==> src/shared/gpio_port_pkg.sv <==
// constants and carrier types for the dual general pin port
// assumes a 16-bit register port with word offsets and a single 125 MHz clock
package gpio_port_pkg;
    localparam int ADDR_W = 8;
    localparam int DATA_W = 16;
    localparam logic [ADDR_W-1:0] PORT_ONE_CONTROL_OFS = 8'h40;
    localparam logic [ADDR_W-1:0] PORT_TWO_CONTROL_OFS = 8'h41;
    // control field positions
    localparam int OUT_VALUE_BIT = 5;
    localparam int DRIVE_ENABLE_BIT = 4;
    localparam int CAPTURE_BIT = 3;
    localparam int CAPTURE_CLEAR_BIT = 2;
    localparam int INVERT_OR_FALLING_BIT = 1;
    localparam int EDGE_MODE_BIT = 0;
    localparam logic [DATA_W-1:0] CTRL_RESET = 16'h0000;
    // qualification time: four oscillator periods at 8 ns
    localparam int CLK_PERIOD_PS = 8000;
    localparam int QUALIFY_TIME_PS = 32000;
    localparam int QUALIFY_CYCLES = (QUALIFY_TIME_PS + CLK_PERIOD_PS - 1) / CLK_PERIOD_PS;
    localparam int QCNT_W = 3;
    localparam int NUM_CHAN = 2;

    // software-held control fields of one channel
    typedef struct packed {
        logic out_value;
        logic drive_enable;
        logic capture_clear;
        logic invert_or_falling;
        logic edge_mode;
    } chan_ctrl_s;

    // register port request
    typedef struct packed {
        logic [ADDR_W-1:0] addr;
        logic [DATA_W-1:0] wdata;
        logic wr;
        logic rd;
    } reg_req_s;
endpackage : gpio_port_pkg

==> src/verilog/dual_general_io_port.sv <==
// two general pin channels, each with one 16-bit control register
// assumes a one-cycle register port and pins asynchronous to mclk
// Functional notes
// - enabled driver puts bit 5 onto pin
// - bit 4 enables driver, else three-state
// - level mode: capture bit tracks pin
// - edge mode: selected edge sets capture
// - clear bit forces capture to zero
// - level mode: bit 1 inverts sampled level
// - edge mode: bit 1 selects falling edge
// - bit 0 selects edge or level mode
// - pin must persist four periods to count
// - level tracking suspended while clear set
// - edge detection disarmed while clear set
//
// Local design decision: the address-and-strobe port.
`timescale 1ns/1ps
module dual_general_io_port
    import gpio_port_pkg::*;
(
    input wire logic mclk,
    input wire logic nrst,
    input wire logic [ADDR_W-1:0] reg_addr,
    input wire logic [DATA_W-1:0] reg_wdata,
    input wire logic reg_wr,
    input wire logic reg_rd,
    output logic [DATA_W-1:0] reg_rdata,
    input wire logic general_pin_one_in,
    output logic general_pin_one_out,
    output logic general_pin_one_oe,
    input wire logic general_pin_two_in,
    output logic general_pin_two_out,
    output logic general_pin_two_oe
);
    reg_req_s req;
    chan_ctrl_s ctrl_q [NUM_CHAN];
    logic [NUM_CHAN-1:0] capture_q;
    logic [NUM_CHAN-1:0] level_q;
    logic [NUM_CHAN-1:0] prev_q;
    logic [NUM_CHAN-1:0] pins_in;
    logic [NUM_CHAN-1:0] addr_sel;

    // channel index decode, used by write and read paths
    function automatic logic [NUM_CHAN-1:0] chan_sel(input logic [ADDR_W-1:0] a);
        chan_sel = {a == PORT_TWO_CONTROL_OFS, a == PORT_ONE_CONTROL_OFS};
    endfunction : chan_sel

    // pack a channel into its register image, upper bits zero
    function automatic logic [DATA_W-1:0] image(input chan_ctrl_s c, input logic cap);
        logic [DATA_W-1:0] v;
        v = '0;
        v[OUT_VALUE_BIT] = c.out_value;
        v[DRIVE_ENABLE_BIT] = c.drive_enable;
        v[CAPTURE_BIT] = cap;
        v[CAPTURE_CLEAR_BIT] = c.capture_clear;
        v[INVERT_OR_FALLING_BIT] = c.invert_or_falling;
        v[EDGE_MODE_BIT] = c.edge_mode;
        image = v;
    endfunction : image

    // bundle the port request so both channels see one carrier
    assign req = '{addr: reg_addr, wdata: reg_wdata, wr: reg_wr, rd: reg_rd};
    assign pins_in = {general_pin_two_in, general_pin_one_in};

    // one decode shared by the read mux and the pin assertions
    assign addr_sel = chan_sel(req.addr);

    // pin drivers straight from control flops
    assign general_pin_one_out = ctrl_q[0].out_value;
    assign general_pin_one_oe = ctrl_q[0].drive_enable;
    assign general_pin_two_out = ctrl_q[1].out_value;
    assign general_pin_two_oe = ctrl_q[1].drive_enable;

    // per-channel control, qualifier, edge detect and capture
    genvar g;
    generate
        for (g = 0; g < NUM_CHAN; g++)
        begin : g_chan
            logic edge_hit;
            logic [NUM_CHAN-1:0] sel;

            pin_qualifier u_qual (
                .mclk(mclk),
                .nrst(nrst),
                .pin_in(pins_in[g]),
                .level_q(level_q[g])
            );

            assign sel = chan_sel(req.addr);

            // control fields; capture bit is hardware-owned, bits above 5 dropped
            always_ff @(posedge mclk or negedge nrst)
            begin
                if (!nrst)
                begin
                    ctrl_q[g] <= '0;
                end
                else if (req.wr && sel[g])
                begin
                    ctrl_q[g].out_value <= req.wdata[OUT_VALUE_BIT];
                    ctrl_q[g].drive_enable <= req.wdata[DRIVE_ENABLE_BIT];
                    ctrl_q[g].capture_clear <= req.wdata[CAPTURE_CLEAR_BIT];
                    ctrl_q[g].invert_or_falling <= req.wdata[INVERT_OR_FALLING_BIT];
                    ctrl_q[g].edge_mode <= req.wdata[EDGE_MODE_BIT];
                end
            end

            // previous qualified level for edge detection
            always_ff @(posedge mclk or negedge nrst)
            begin
                if (!nrst)
                begin
                    prev_q[g] <= 1'b0;
                end
                else
                begin
                    prev_q[g] <= level_q[g];
                end
            end

            // falling when bit 1 set, rising otherwise
            assign edge_hit = ctrl_q[g].invert_or_falling ? (prev_q[g] && !level_q[g])
                                                          : (!prev_q[g] && level_q[g]);

            // capture bit: clear wins while held, edges stay disarmed meanwhile
            // clear beating a same-cycle edge keeps a held clear from leaking a 1
            always_ff @(posedge mclk or negedge nrst)
            begin
                if (!nrst)
                begin
                    capture_q[g] <= 1'b0;
                end
                else if (ctrl_q[g].capture_clear)
                begin
                    capture_q[g] <= 1'b0;
                end
                else if (!ctrl_q[g].edge_mode)
                begin
                    capture_q[g] <= level_q[g] ^ ctrl_q[g].invert_or_falling;
                end
                else if (edge_hit)
                begin
                    capture_q[g] <= 1'b1;
                end
            end

        end
    endgenerate

    // read data registered, valid only in cycle after strobe
    always_ff @(posedge mclk or negedge nrst)
    begin
        if (!nrst)
        begin
            reg_rdata <= CTRL_RESET;
        end
        else if (req.rd)
        begin
            unique case (1'b1)
                addr_sel[0]: reg_rdata <= image(ctrl_q[0], capture_q[0]);
                addr_sel[1]: reg_rdata <= image(ctrl_q[1], capture_q[1]);
                default: reg_rdata <= CTRL_RESET; // unmapped reads zero
            endcase
        end
        else
        begin
            reg_rdata <= CTRL_RESET;
        end
    end
endmodule : dual_general_io_port

==> src/verilog/pin_qualifier.sv <==
// synchroniser and four-period filter for one input pin
// assumes the pin is asynchronous to mclk
`timescale 1ns/1ps
module pin_qualifier
    import gpio_port_pkg::*;
(
    input wire logic mclk,
    input wire logic nrst,
    input wire logic pin_in,
    output logic level_q
);
    logic sync1_q;
    logic sync2_q;
    logic cand_q;
    logic [QCNT_W-1:0] cnt_q;

    // two-flop synchroniser; only sync2 reads sync1
    always_ff @(posedge mclk or negedge nrst)
    begin
        if (!nrst)
        begin
            sync1_q <= 1'b0;
            sync2_q <= 1'b0;
        end
        else
        begin
            sync1_q <= pin_in;
            sync2_q <= sync1_q;
        end
    end

    // a new level must persist before it is accepted
    always_ff @(posedge mclk or negedge nrst)
    begin
        if (!nrst)
        begin
            cand_q <= 1'b0;
            cnt_q <= 3'h0;
            level_q <= 1'b0;
        end
        else if (sync2_q != cand_q)
        begin
            cand_q <= sync2_q;
            cnt_q <= 3'h1;
        end
        // accept on the fourth equal sample, so a pulse of exactly four periods counts
        else if (cnt_q < QCNT_W'(QUALIFY_CYCLES - 1))
        begin
            cnt_q <= cnt_q + 3'h1;
        end
        else
        begin
            level_q <= cand_q;
        end
    end
endmodule : pin_qualifier
==> config.mk <==
export PLATFORM = sky130hd
export DESIGN_NAME = dual_general_io_port
export DESIGN_NICKNAME = d
export VERILOG_FILES = /design/src/shared/gpio_port_pkg.sv /design/src/verilog/dual_general_io_port.sv /design/src/verilog/pin_qualifier.sv
export SDC_FILE = /design/constraint.sdc
export NUM_CORES = 1
export LEC_CHECK = 0
export ABC_AREA = 1
export BUFFER_PORTS_ARGS = -buffer_cell sky130_fd_sc_hd__buf_2
export CORE_MARGIN = 4
export CORE_UTILIZATION = 49
export DETAILED_ROUTE_END_ITERATION = 6
export PLACE_DENSITY = 0.85
export SETUP_SLACK_MARGIN = 0.1
export SLEW_MARGIN = 20
export SYNTH_ARGS = -nofsm -noshare
export SYNTH_HDL_FRONTEND = slang
export SYNTH_SLANG_ARGS = --single-unit
export TNS_END_PERCENT = 20
==> constraint.sdc <==
create_clock -name mclk -period 1.1 [get_ports mclk]
set_input_delay 0.22 -clock mclk [delete_from_list [all_inputs] [get_ports mclk]]
set_output_delay 0.22 -clock mclk [all_outputs]
set_load 0.05 [all_outputs]
==> reports/results.txt, run 1 <==
The run finished, with violations left. The checks that failed: negative setup slack. The part of the total power dissipated in sequential elements is 53.2%, and the share of synthesized cell area in full adder, half adder and majority cells is 1.62%. Counting the buffers created by CTS gives 5. The number of maximum-capacitance constraint violations came out at 0. In the routed layout, each cell is associated on average with a via count of 4.70.

The run gives 29 as the number of DRC markers after the initial detailed-route iteration. The synthesized design contains 34 register bits. The run gives 0 as the number of antenna violations at the first check in global routing. The fraction of synthesized area in multiplexers was 0%. Internal power summed over all cells: 2120 uW. The number of global-route vias before repair was 1073; the maximum VDD drop was 0.894 mV. The H-tree was split into 2 levels.

The xor/xnor cell area share of the yosys netlist came out at 0.565%. The worst-case setup slack after placement is -0.0351 ns, and the worst hold margin is 0.140 ns. The total area inside the core boundary comes to 3030 um^2. The floorplan has 20 rows. The count of buffering cells on the critical path with inverters included came out at 1. The number of antenna diodes in the final layout is 0. The tree is rooted in a clkbuf_4.

The largest total area in the synthesized netlist belongs to dfrtp_1. Summing the areas of all compound-gate instances in the mapped netlist gives 8.64% of the synthesized area. Dividing the synthesized area by the synthesized cell count gives 9.22 um^2. Setup repair after global routing could not meet its margin everywhere. The placed instances occupy a cell area of 1720 um^2.

After detailed routing, the total wire length is 2.84 mm. The share of synthesized area in the top cell type comes to 54.9%. The required time at the endpoint of the critical path was 0.88 ns. After synthesis, the largest family of logic cells by area is simple AND/OR/NAND/NOR gates. The netlist area before placement was 1550 um^2.

For this design the top-level I/O count stands at 50. The first global-routing pass estimated 4.63 mm of wire. Number of port buffers: 28.

For the number of warning messages in the yosys log, the log shows 0. The run gives 0.32 ns as the clock latency on the worst-skew pair. Synthesis produced a netlist whose cell count is 168.

Of the cells placed in the final design, the portion with a size suffix greater than 1 is 33.7%. The design draws 3200 uW. The die height works out to 64.2 um. STA classifies the critical path startpoint as a flip-flop.

For this run, the top clock speed supported by timing is 899 MHz. Combinational cells account for 26.8% of the total power. Highest net fanout along the worst path: 2.

The clock input transition at the sequential cells of the worst setup and hold paths is 0.09 ns. The critical path class is flip-flop to output pin. TritonCTS built the clock tree. Among all stages on the critical path, the largest delay is contributed by dfrtp_1.

Cells fill 64.7% of the core in the end. For this run, the detailed router's first-pass iteration total came to 4. Sequential cells were found to cover 54.9% of the synthesized design area.

Dividing total power by cell area gives a power density of 1630 nW/um^2. In this design, the largest share of critical-path delay is due to flip-flops. The maximum count of clock buffers along a single path is 2, and the final-stage net count is 241. The kind of end point of the critical path was an output pin. The static leakage is 0.000986 uW, and the post-route clock skew is 0.00684 ns. The count of nets left with antenna violations after detail routing is 0, and the total count of hold-check failures in the final report is 0.

After Yosys synthesis, and, or, nand and nor cells account for 21.9% of the synthesized area. The signal on the critical path passes through buf_6. Once the floorplan was initialized, standard cells occupied 51.2% of the core. The count of final max-slew check failures is 0, and the routed via count is 1185.

Summed over all layers, the global routing overflow is 0. The time the worst path needs with I/O delays and setup is 1.11 ns. The area overhead of the layout relative to synthesis works out to 26.4%.

For this design, the sink count on the clock tree is 34. The share of the clock period used by the worst path after layout was 101%. The logs give -0.0119 ns for the worst path setup slack after routing and 14.8% for the overall fraction of global-route tracks in use. Remaining routing DRC violations: 0. Once detailed placement completed, the half-perimeter wirelength came to 1.99 mm.

Final design area excluding fillers: 1960 um^2. Of the total power, the clock network draws 20.1%. Yosys mapped the design onto 21 distinct sky130hd cell types. The largest single stage delay on the critical path is 0.41 ns. The floorplan step defined a die boundary enclosing 4120 um^2. The pin count of the biggest net entering global routing is 35.

The analysis attributes to net switching a power of 1080 uW. By area the synthesized netlist is led by dfrtp_1 55%, nand2_1 8.5%, nand3_1 5.8%. The floorplan step set the die width to 64.2 um.

The worst min-delay path category is input port to flip-flop. The congestion estimate from routability-driven global placement came to 0.804. The switching part of the total power is 33.9%.

Setup violations remaining at the end of the flow were counted as 3. In the final routed layout, each cell accounts on average for 11.3 um. For the worst setup path, the data arrival time is 0.89 ns.
through the flow:
step           TNS [ns]  std cells
6_report        -0.0288        252
5_1_grt          -0.278        252
4_1_cts         -0.0703        251
3_5_place_dp    -0.0953        238
3_3_place_gp          0        238
2_1_floorplan         0        177
cells by family (layout without fill, tap and decap cells):
family                   after synthesis  count (layout)
flip-flops                            34              34
other                                  1              10
AND/OR/NAND/NOR                       66              66
XOR/XNOR                               1               1
AO/OA/AOI/OAI                         26              26
adder cells (fa/ha/maj)                2               2
buffers and inverters                 38              69
cells in the mapped netlist, drive strengths merged:
cell type	n
nand2	38
dfrtp	34
inv	25
nand3	20
o21ai	16
buf	11
a21oi	9
nor2	7
clkbuf	2
ha	2
conb	1
o221ai	1
or2	1
xnor2	1
flip-flops by register name, summed over array words and instances (netlist names):
register,cells
capture_q,2
ctrl_q,6
g_chan.u_qual.cand_q,2
g_chan.u_qual.cnt_q,6
g_chan.u_qual.level_q,2
g_chan.u_qual.sync1_q,2
g_chan.u_qual.sync2_q,2
general_pin_one_oe,1
general_pin_one_out,1
general_pin_two_oe,1
general_pin_two_out,1
prev_q,2
reg_rdata,6
metal layers:
metal | part of all wire (%) | global-route usage, %
met4 | 1.1 | 6.33
met3 | 5.0 | 4.22
met2 | 55 | 24.5
met1 | 39 | 17.9
met5 | 0 | 0
final timing paths:
path,from,end,slack [ns],depth (start not counted)
worst min-delay path,reg_wdata[1],ctrl_q[1]$_DFFE_PN0P_,0.14,3
min in group asynchronous,nrst,g_chan[0].u_qual.cnt_q[1]$_DFFE_PN0N_,0.37,3
max in group asynchronous,nrst,g_chan[1].u_qual.cnt_q[1]$_DFFE_PN0N_,0.55,3
worst min register to register,g_chan[0].u_qual.sync1_q$_DFF_PN0_,g_chan[0].u_qual.sync2_q$_DFF_PN0_,0.35,0
worst max register to register,g_chan[0].u_qual.sync2_q$_DFF_PN0_,g_chan[0].u_qual.cnt_q[0]$_DFFE_PN0N_,0.07,4
worst max-delay path,general_pin_two_out$_DFFE_PN0P_,general_pin_two_out,-0.01,1
power groups by stage:
stage | clock network [uW] | registers [uW] | logic (uW)
3_3_place_gp | 0 | 1670 | 653
2_1_floorplan | 0 | 1660 | 534
6_report | 642 | 1700 | 856
3_5_place_dp | 0 | 1690 | 686
4_1_cts | 665 | 1670 | 755
5_1_grt | 718 | 1740 | 962
layout make-up:
type | count | area, um^2
sequential | 34 | 855
fill | 231 | 1070
timing repair buffer | 38 | 310
inverter | 25 | 93.8
clock buffer | 6 | 51.3
tap | 44 | 55.1
multi-input combinational | 105 | 593
placed cells by master, fill, tap and decap left out, types with 5 or more instances in the layout:
cell | synthesis | routed
a21oi_1 | 9 | 6
buf_2 | 0 | 18
nand2_2 | 3 | 8
dfrtp_1 | 34 | 31
conb_1 | 1 | 10
o21ai_1 | 13 | 13
buf_4 | 10 | 5
clkbuf_4 | 0 | 5
inv_1 | 19 | 19
buf_6 | 1 | 10
nand2_1 | 35 | 30
inv_2 | 6 | 6
nand3_1 | 18 | 18
repair_timing:
action | in CTS | in global routing
endpoints found under the hold margin | 36 | 0
gates resized for setup | 25 | 11
buffers inserted | 4 | 1
pin swaps | 3 | 9
endpoints found under the setup margin | 14 | 17
hold buffers | 3 | 0
gates cloned | 0 | 0
Note: power is estimated with default switching activity, not from simulation.
==> inputs of run 2 (changes only) <==
==> constraint.sdc (replaced) <==
create_clock -name mclk -period 1.1 [get_ports mclk]
set_input_delay 0.11 -clock mclk [delete_from_list [all_inputs] [get_ports mclk]]
set_output_delay 0.11 -clock mclk [all_outputs]
set_load 0.05 [all_outputs]
==> reports/results.txt, run 2 (synthesized netlist as in run 1, its figures left out) <==
The routed via count is 1197 (was 1185), and the area overhead of the layout relative to synthesis is 21.0% (was 26.4%). The logs give 990 MHz (was 899 MHz) for the highest attainable clock frequency and 5 (unchanged) for the number of CTS-inserted buffers. For the required time at the endpoint of the critical path, the log shows 1.32 ns (was 0.88 ns). The combined flip-flop and latch cell area is 851 um^2 (was 855 um^2).

The flow ran to the end, and the final reports show no timing, DRC or antenna violations. The tools report the site row count as 20 (unchanged). The endpoint arrival time on the critical path was 1.23 ns (was 0.89 ns).

The worst min-delay path category is input port to flip-flop (unchanged). Remaining routing DRC violations: 0 (unchanged). The maximum VDD drop was 1.21 mV (was 0.894 mV); the pin count of the biggest net entering global routing was 35 (unchanged). The run gives 4.70 mm (was 4.63 mm) as the first-pass GRT wire length.

The clock root buffer is clkbuf_4 (unchanged). The tools report the number of antenna repair diodes as 0 (unchanged). The clock input transition at the sequential cells of the worst setup and hold paths is 0.09 ns (about the same). The tools report the number of DRC markers after the initial detailed-route iteration as 44 (was 29). The most common cell after layout, fill and taps aside was dfrtp_1 (unchanged). The critical path class was flip-flop to flip-flop (was flip-flop to output pin).

Number of global-route vias before repair: 1122 (was 1073). The sink of the worst hold path was general_pin_two_oe$_DFFE_PN0P_ (was ctrl_q[1]$_DFFE_PN0P_). The kind of end point of the critical path is a flip-flop (was an output pin). The die height is 64.2 um (unchanged), and the share of the clock period used by the worst path after layout is 91.8% (was 101%).

The worst hold path startpoint is reg_wdata[4] (was reg_wdata[1]). The run gives 0.09 ns (was 0.07 ns) as the minimum setup slack among reg-to-reg paths. For the count of boundary I/O pins, the log shows 50 (unchanged). The tools report the worst reg2reg path startpoint as g_chan[0].u_qual.sync2_q$_DFF_PN0_ (unchanged).

The run gives 0.806 (was 0.804) as the routability congestion estimate. Setup repair after global routing could not meet its margin everywhere. The time the worst path needs with I/O delays and setup works out to 1.01 ns (was 1.11 ns).

The depth of the worst register-to-register path was 4 (unchanged); the cell depth of the worst hold path was 3 (unchanged). For the number of maximum-capacitance constraint violations, the log shows 0 (unchanged). Largest registers: ctrl_q x6, g_chan.u_qual.cnt_q x6, reg_rdata x6 (unchanged). For the number of sinks on the clock net, the log shows 34 (unchanged). The initial core utilization came out at 51.2% (unchanged).

The capture instance of the worst register-to-register path is g_chan[0].u_qual.cnt_q[1]$_DFFE_PN0N_ (was g_chan[0].u_qual.cnt_q[0]$_DFFE_PN0N_). The detailed placement HPWL was 2.01 mm (was 1.99 mm); the filler cell count was 264 (was 231). The ratio of cells with drive above 1 in the final layout was 30.0% (was 33.7%); the highest net fanout along the worst path was 4 (was 2). The run gives 0 (unchanged) as the total count of hold-check failures in the final report. The tools report the area of the core region as 3030 um^2 (unchanged). The tools report the number of H-tree levels as 2 (unchanged).

The total grt overflow was 0 (unchanged). The number of vias per cell is 4.71 (was 4.70), and the placed cell count is 237 (was 238). The final-stage net count was 242 (was 241). The number of search-and-repair iterations in the first detailed-routing pass is 4 (unchanged). The wire length per cell after detailed routing is 10.7 um (was 11.3 um), and the number of antenna violations at the first check in global routing is 0 (unchanged). The count of final max-slew check failures is 0 (unchanged), and the maximum count of clock buffers along a single path is 2 (unchanged). The floorplan die width is 64.2 um (unchanged), and the post-detailed-routing wire length is 2.72 mm (was 2.84 mm). TritonCTS built the clock tree. Commonest cells after routing, fill and taps aside: 34 x dfrtp_1, 32 x nand2_1, 24 x buf_2 (was 31 x dfrtp_1, 30 x nand2_1, 19 x inv_1).

The power density of the placed cells is 1650 nW/um^2 (was 1630 nW/um^2), and the clock latency on the worst-skew pair is 0.32 ns (about the same). The number of port buffers was 28 (unchanged); the total area of multi-input combinational cells was 571 um^2 (was 593 um^2). The number of standard cells in the final layout excluding fillers came out at 254 (was 252). Overall fraction of global-route tracks in use: 14.8% (about the same). The tools report the static leakage as 0.000976 uW (was 0.000986 uW). The sum of negative setup slack is 0 ns (was -0.0288 ns). The kind of start point of the critical path is a flip-flop (unchanged). The full die area is 4120 um^2 (unchanged). The post-route clock skew was 0.00243 ns (was 0.00684 ns); the total setup violations reported at the end of the flow was 0 (was 3). Count of nets left with antenna violations after detail routing: 0 (unchanged).
## run 2: changes by cell type in the layout (fill, tap and decap cells not counted), moves of 3 or more
cell	before	now
dfrtp_1	31	34
dfrtp_2	3	0
buf_6	10	5
buf_2	18	24
## run 2: cell type report
class | instances | share of cell area, %
Sequential cell | 34 | 45.4
Clock buffer | 7 | 2.40
Tap cell | 44 | 2.94
Multi-Input combinational cell | 105 | 30.4
Timing Repair Buffer | 39 | 13.8
Inverter | 25 | 5.01
## run 2: layer usage
| layer | share of wire, % | wire [um] | GRT usage, % | up-vias |
|---|---|---|---|---|
| li1 | - | - | - | 599 |
| met1 | 42 | 1130 | 17.1 | 557 |
| met2 | 51 | 1390 | 24.6 | 35 |
| met3 | 5.3 | 144 | 3.87 | 6 |
| met4 | 1.8 | 50 | 8.44 | 0 |
| met5 | 0 | 0 | 0 | - |
## run 2: per-stage QoR
stage	worst slack [ns]	utilization (%)	instance area [um^2]	hold slack, ns	total power (uW)
2_1_floorplan	0.122	-	1580	-0.186	2200
3_3_place_gp	0.0623	55.9	1690	0.152	2320
3_5_place_dp	0.0197	55.9	1690	0.158	2380
4_1_cts	0.0819	60.4	1830	0.0253	3010
5_1_grt	0.0217	61.9	1870	0.0231	3320
6_report	0.0902	61.9	1870	0.0360	3100
## run 2: worst max-delay path, cell delays in order (launching register included)
cell	delay, ns
dfrtp_1	0.43
xnor2_2	0.25
nand2_2	0.10
nand3_1	0.08
nand2_1	0.05
## run 2: worst max path at each step
stage | startpoint | endpoint | slack [ns] | cells past startpoint
after CTS | g_chan[1].u_qual.cnt_q[0]$_DFFE_PN0N_ | g_chan[1].u_qual.cnt_q[2]$_DFFE_PN0N_ | 0.08 | 4
after global routing | g_chan[0].u_qual.sync2_q$_DFF_PN0_ | g_chan[0].u_qual.cnt_q[1]$_DFFE_PN0N_ | 0.02 | 5
after global placement | g_chan[0].u_qual.sync2_q$_DFF_PN0_ | g_chan[0].u_qual.cnt_q[0]$_DFFE_PN0N_ | 0.06 | 4
final | g_chan[0].u_qual.sync2_q$_DFF_PN0_ | g_chan[0].u_qual.cnt_q[1]$_DFFE_PN0N_ | 0.09 | 4
after detailed placement | g_chan[0].u_qual.cand_q$_DFFE_PN0N_ | g_chan[0].u_qual.cnt_q[0]$_DFFE_PN0N_ | 0.02 | 4
after floorplan | g_chan[0].u_qual.cand_q$_DFFE_PN0N_ | g_chan[0].u_qual.cnt_q[0]$_DFFE_PN0N_ | 0.12 | 4
## run 2: where the power goes
group / internal [uW] / leakage, uW / switching (uW) / total (uW)
Sequential: 1470 / 0.000440 / 189 / 1660
Combinational: 346 / 0.000511 / 487 / 833
Clock: 241 / 0.0000254 / 365 / 606
Total: 2060 / 0.000976 / 1040 / 3100
## run 2: what timing repair did
item / 4_1_cts / 5_1_grt
hold buffers: 3 / 0
buffers inserted: 4 / 3
endpoints found under the hold margin: 36 / 0
endpoints found under the setup margin: 14 / 17
gates resized for setup: 9 / 8
pin swaps: 0 / 2
==> inputs of run 3 (changes only) <==
- PLACE_DENSITY: 0.85 -> 0.79
==> reports/results.txt, run 3 (synthesized netlist as in run 1, its figures left out) <==
The maximum VDD drop was 1.05 mV (was 1.21 mV). Largest registers: ctrl_q x6, g_chan.u_qual.cnt_q x6, reg_rdata x6 (unchanged). The time the worst path needs with I/O delays and setup was 1.03 ns (was 1.01 ns); the count of boundary I/O pins was 50 (unchanged). The floorplan die width works out to 64.2 um (unchanged). Overall fraction of global-route tracks in use: 15.3% (was 14.8%). The logs give 1139 (was 1122) for the number of global-route vias before repair and 0 (unchanged) for the number of antenna violations at the first check in global routing.

Kind of start point of the critical path: a flip-flop (unchanged). The final-stage net count came out at 243 (was 242). The remaining routing DRC violations was 0 (unchanged); the ratio of cells with drive above 1 in the final layout was 29.7% (was 30.0%). Post-route clock skew: 0.00762 ns (was 0.00243 ns). The number of maximum-capacitance constraint violations was 0 (unchanged); the number of CTS-inserted buffers was 5 (unchanged).

The full die area was 4120 um^2 (unchanged); the routed via count was 1182 (was 1197). The clock latency on the worst-skew pair was 0.33 ns (was 0.32 ns). The tools report the worst path setup slack after routing as 0.0734 ns (was 0.0902 ns). In this design, the critical path's most frequently occurring cell is nand2_1. Setup repair after global routing could not meet its margin everywhere. The power density of the placed cells was 1610 nW/um^2 (was 1650 nW/um^2).

The first-pass GRT wire length was 4.83 mm (was 4.70 mm); the area of the core region was 3030 um^2 (unchanged). The detailed placement HPWL came out at 1.87 mm (was 2.01 mm). The die height is 64.2 um (unchanged).

The run gives 20 (unchanged) as the site row count. Critical path class: flip-flop to flip-flop (unchanged). The initial core utilization came out at 51.2% (unchanged). The logs give 0.0722 ns (was 0.0197 ns) for the worst-case setup slack after placement and 0 (unchanged) for the count of nets left with antenna violations after detail routing. The clock input transition at the sequential cells of the worst setup and hold paths is 0.10 ns (was 0.09 ns). The worst min-delay path category is input port to flip-flop (unchanged). The number of port buffers came out at 28 (unchanged). The count of buffering cells on the critical path with inverters included was 0 (unchanged); the maximum count of clock buffers along a single path was 2 (unchanged). Area overhead of the layout relative to synthesis: 24.2% (was 21.0%). The tools report the kind of end point of the critical path as a flip-flop (unchanged).

The required time at the endpoint of the critical path was 1.32 ns (about the same); the total count of hold-check failures in the final report was 0 (unchanged). The cell with the largest stage delay on the worst path was dfrtp_1 (unchanged). TritonCTS built the clock tree. For the routability congestion estimate, the log shows 0.737 (was 0.806).

For the filler cell count, the log shows 254 (was 264). The wire length per cell after detailed routing was 10.9 um (was 10.7 um); the maximum cell stage delay along the critical path was 0.43 ns (about the same). The number of H-tree levels was 2 (unchanged); the number of antenna repair diodes was 0 (unchanged). The count of final max-slew check failures was 0 (unchanged). Commonest cells after routing, fill and taps aside: 33 x dfrtp_1, 32 x nand2_1, 19 x inv_1 (was 34 x dfrtp_1, 32 x nand2_1, 24 x buf_2). The number of vias per cell was 4.62 (was 4.71); the number of search-and-repair iterations in the first detailed-routing pass was 4 (unchanged). For the static leakage, the log shows 0.000998 uW (was 0.000976 uW). The total setup violations reported at the end of the flow was 0 (unchanged).

The share of the clock period used by the worst path after layout works out to 93.3% (was 91.8%). Crit path cell chain: xnor2_2 -> nand2_1 -> nand2_2 -> nand2_1 (was xnor2_2 -> nand2_2 -> nand3_1 -> nand2_1). The flow ran to the end, and the final reports show no timing, DRC or antenna violations. The run gives 2.78 mm (was 2.72 mm) as the post-detailed-routing wire length. Highest net fanout along the worst path: 3 (was 4). The tools report the highest attainable clock frequency as 974 MHz (was 990 MHz). The critical path's top delay family is flip-flops (unchanged). For the number of sinks on the clock net, the log shows 34 (unchanged). The tools report the total grt overflow as 0 (unchanged).

The endpoint arrival time on the critical path is 1.25 ns (was 1.23 ns). The tools report the number of DRC markers after the initial detailed-route iteration as 40 (was 44). Most common cell after layout, fill and taps aside: dfrtp_1 (unchanged).

The total power is 3100 uW (about the same). For the pin count of the biggest net entering global routing, the log shows 35 (unchanged). The clock root buffer was clkbuf_4 (unchanged).
-- run 3: metal layers --
metal	up-vias	routed length (um)	GRT usage, %
met2	39	1370	24.3
met5	-	0	0
met4	0	44	8.18
li1	599	-	-
met1	538	1180	17.9
met3	6	189	5.80
-- run 3: cell type report --
cell class,instances,area [um^2],share of cell area (%)
Clock buffer,7,55.1,2.86
Clock inverter,1,5.00,0.260
Inverter,25,93.8,4.88
Multi-Input combinational cell,105,559,29.1
Sequential cell,34,852,44.3
Tap cell,44,55.1,2.86
Timing Repair Buffer,40,303,15.7
-- run 3: worst paths after layout --
path,startpoint,to,slack (ns),depth (start not counted)
worst max-delay path,g_chan[0].u_qual.sync2_q$_DFF_PN0_,g_chan[0].u_qual.cnt_q[0]$_DFFE_PN0N_,0.07,4
worst min-delay path,reg_wdata[0],ctrl_q[5]$_DFFE_PN0P_,0.03,3
worst max register to register,g_chan[0].u_qual.sync2_q$_DFF_PN0_,g_chan[0].u_qual.cnt_q[0]$_DFFE_PN0N_,0.07,4
worst min register to register,g_chan[0].u_qual.sync1_q$_DFF_PN0_,g_chan[0].u_qual.sync2_q$_DFF_PN0_,0.36,0
max in group asynchronous,nrst,g_chan[1].u_qual.cnt_q[0]$_DFFE_PN0N_,0.66,3
min in group asynchronous,nrst,reg_rdata[5]$_DFF_PN0_,0.26,3
-- run 3: metrics by stage --
| step | instance area (um^2) | utilization, % | cells | hold WS, ns | setup TNS (ns) |
|---|---|---|---|---|---|
| 2_1_floorplan | 1580 | - | 177 | -0.186 | 0 |
| 3_3_place_gp | 1740 | 57.4 | 240 | 0.0773 | 0 |
| 3_5_place_dp | 1740 | 57.4 | 240 | 0.0839 | 0 |
| 4_1_cts | 1910 | 63.0 | 255 | 0.0145 | 0 |
| 5_1_grt | 1920 | 63.5 | 256 | 0.000751 | -0.0327 |
| 6_report | 1920 | 63.5 | 256 | 0.0267 | 0 |
-- run 3: where the power goes --
part           internal (uW)  switching [uW]
combinational            291             445
clock                    310             389
sequential              1480             189
-- run 3: repair_timing --
| action | CTS | global route |
|---|---|---|
| setup buffers | 4 | 1 |
| pin swaps | 0 | 4 |
| endpoints found under the setup margin | 14 | 17 |
| gates cloned | 0 | 0 |
| hold endpoints to repair | 36 | 0 |
| hold buffers | 3 | 0 |
| gates resized for setup | 15 | 4 |
-- run 3: worst min-delay path: stages --
cell     delay (ns)
buf_2          0.09
inv_1          0.06
o21ai_1        0.06
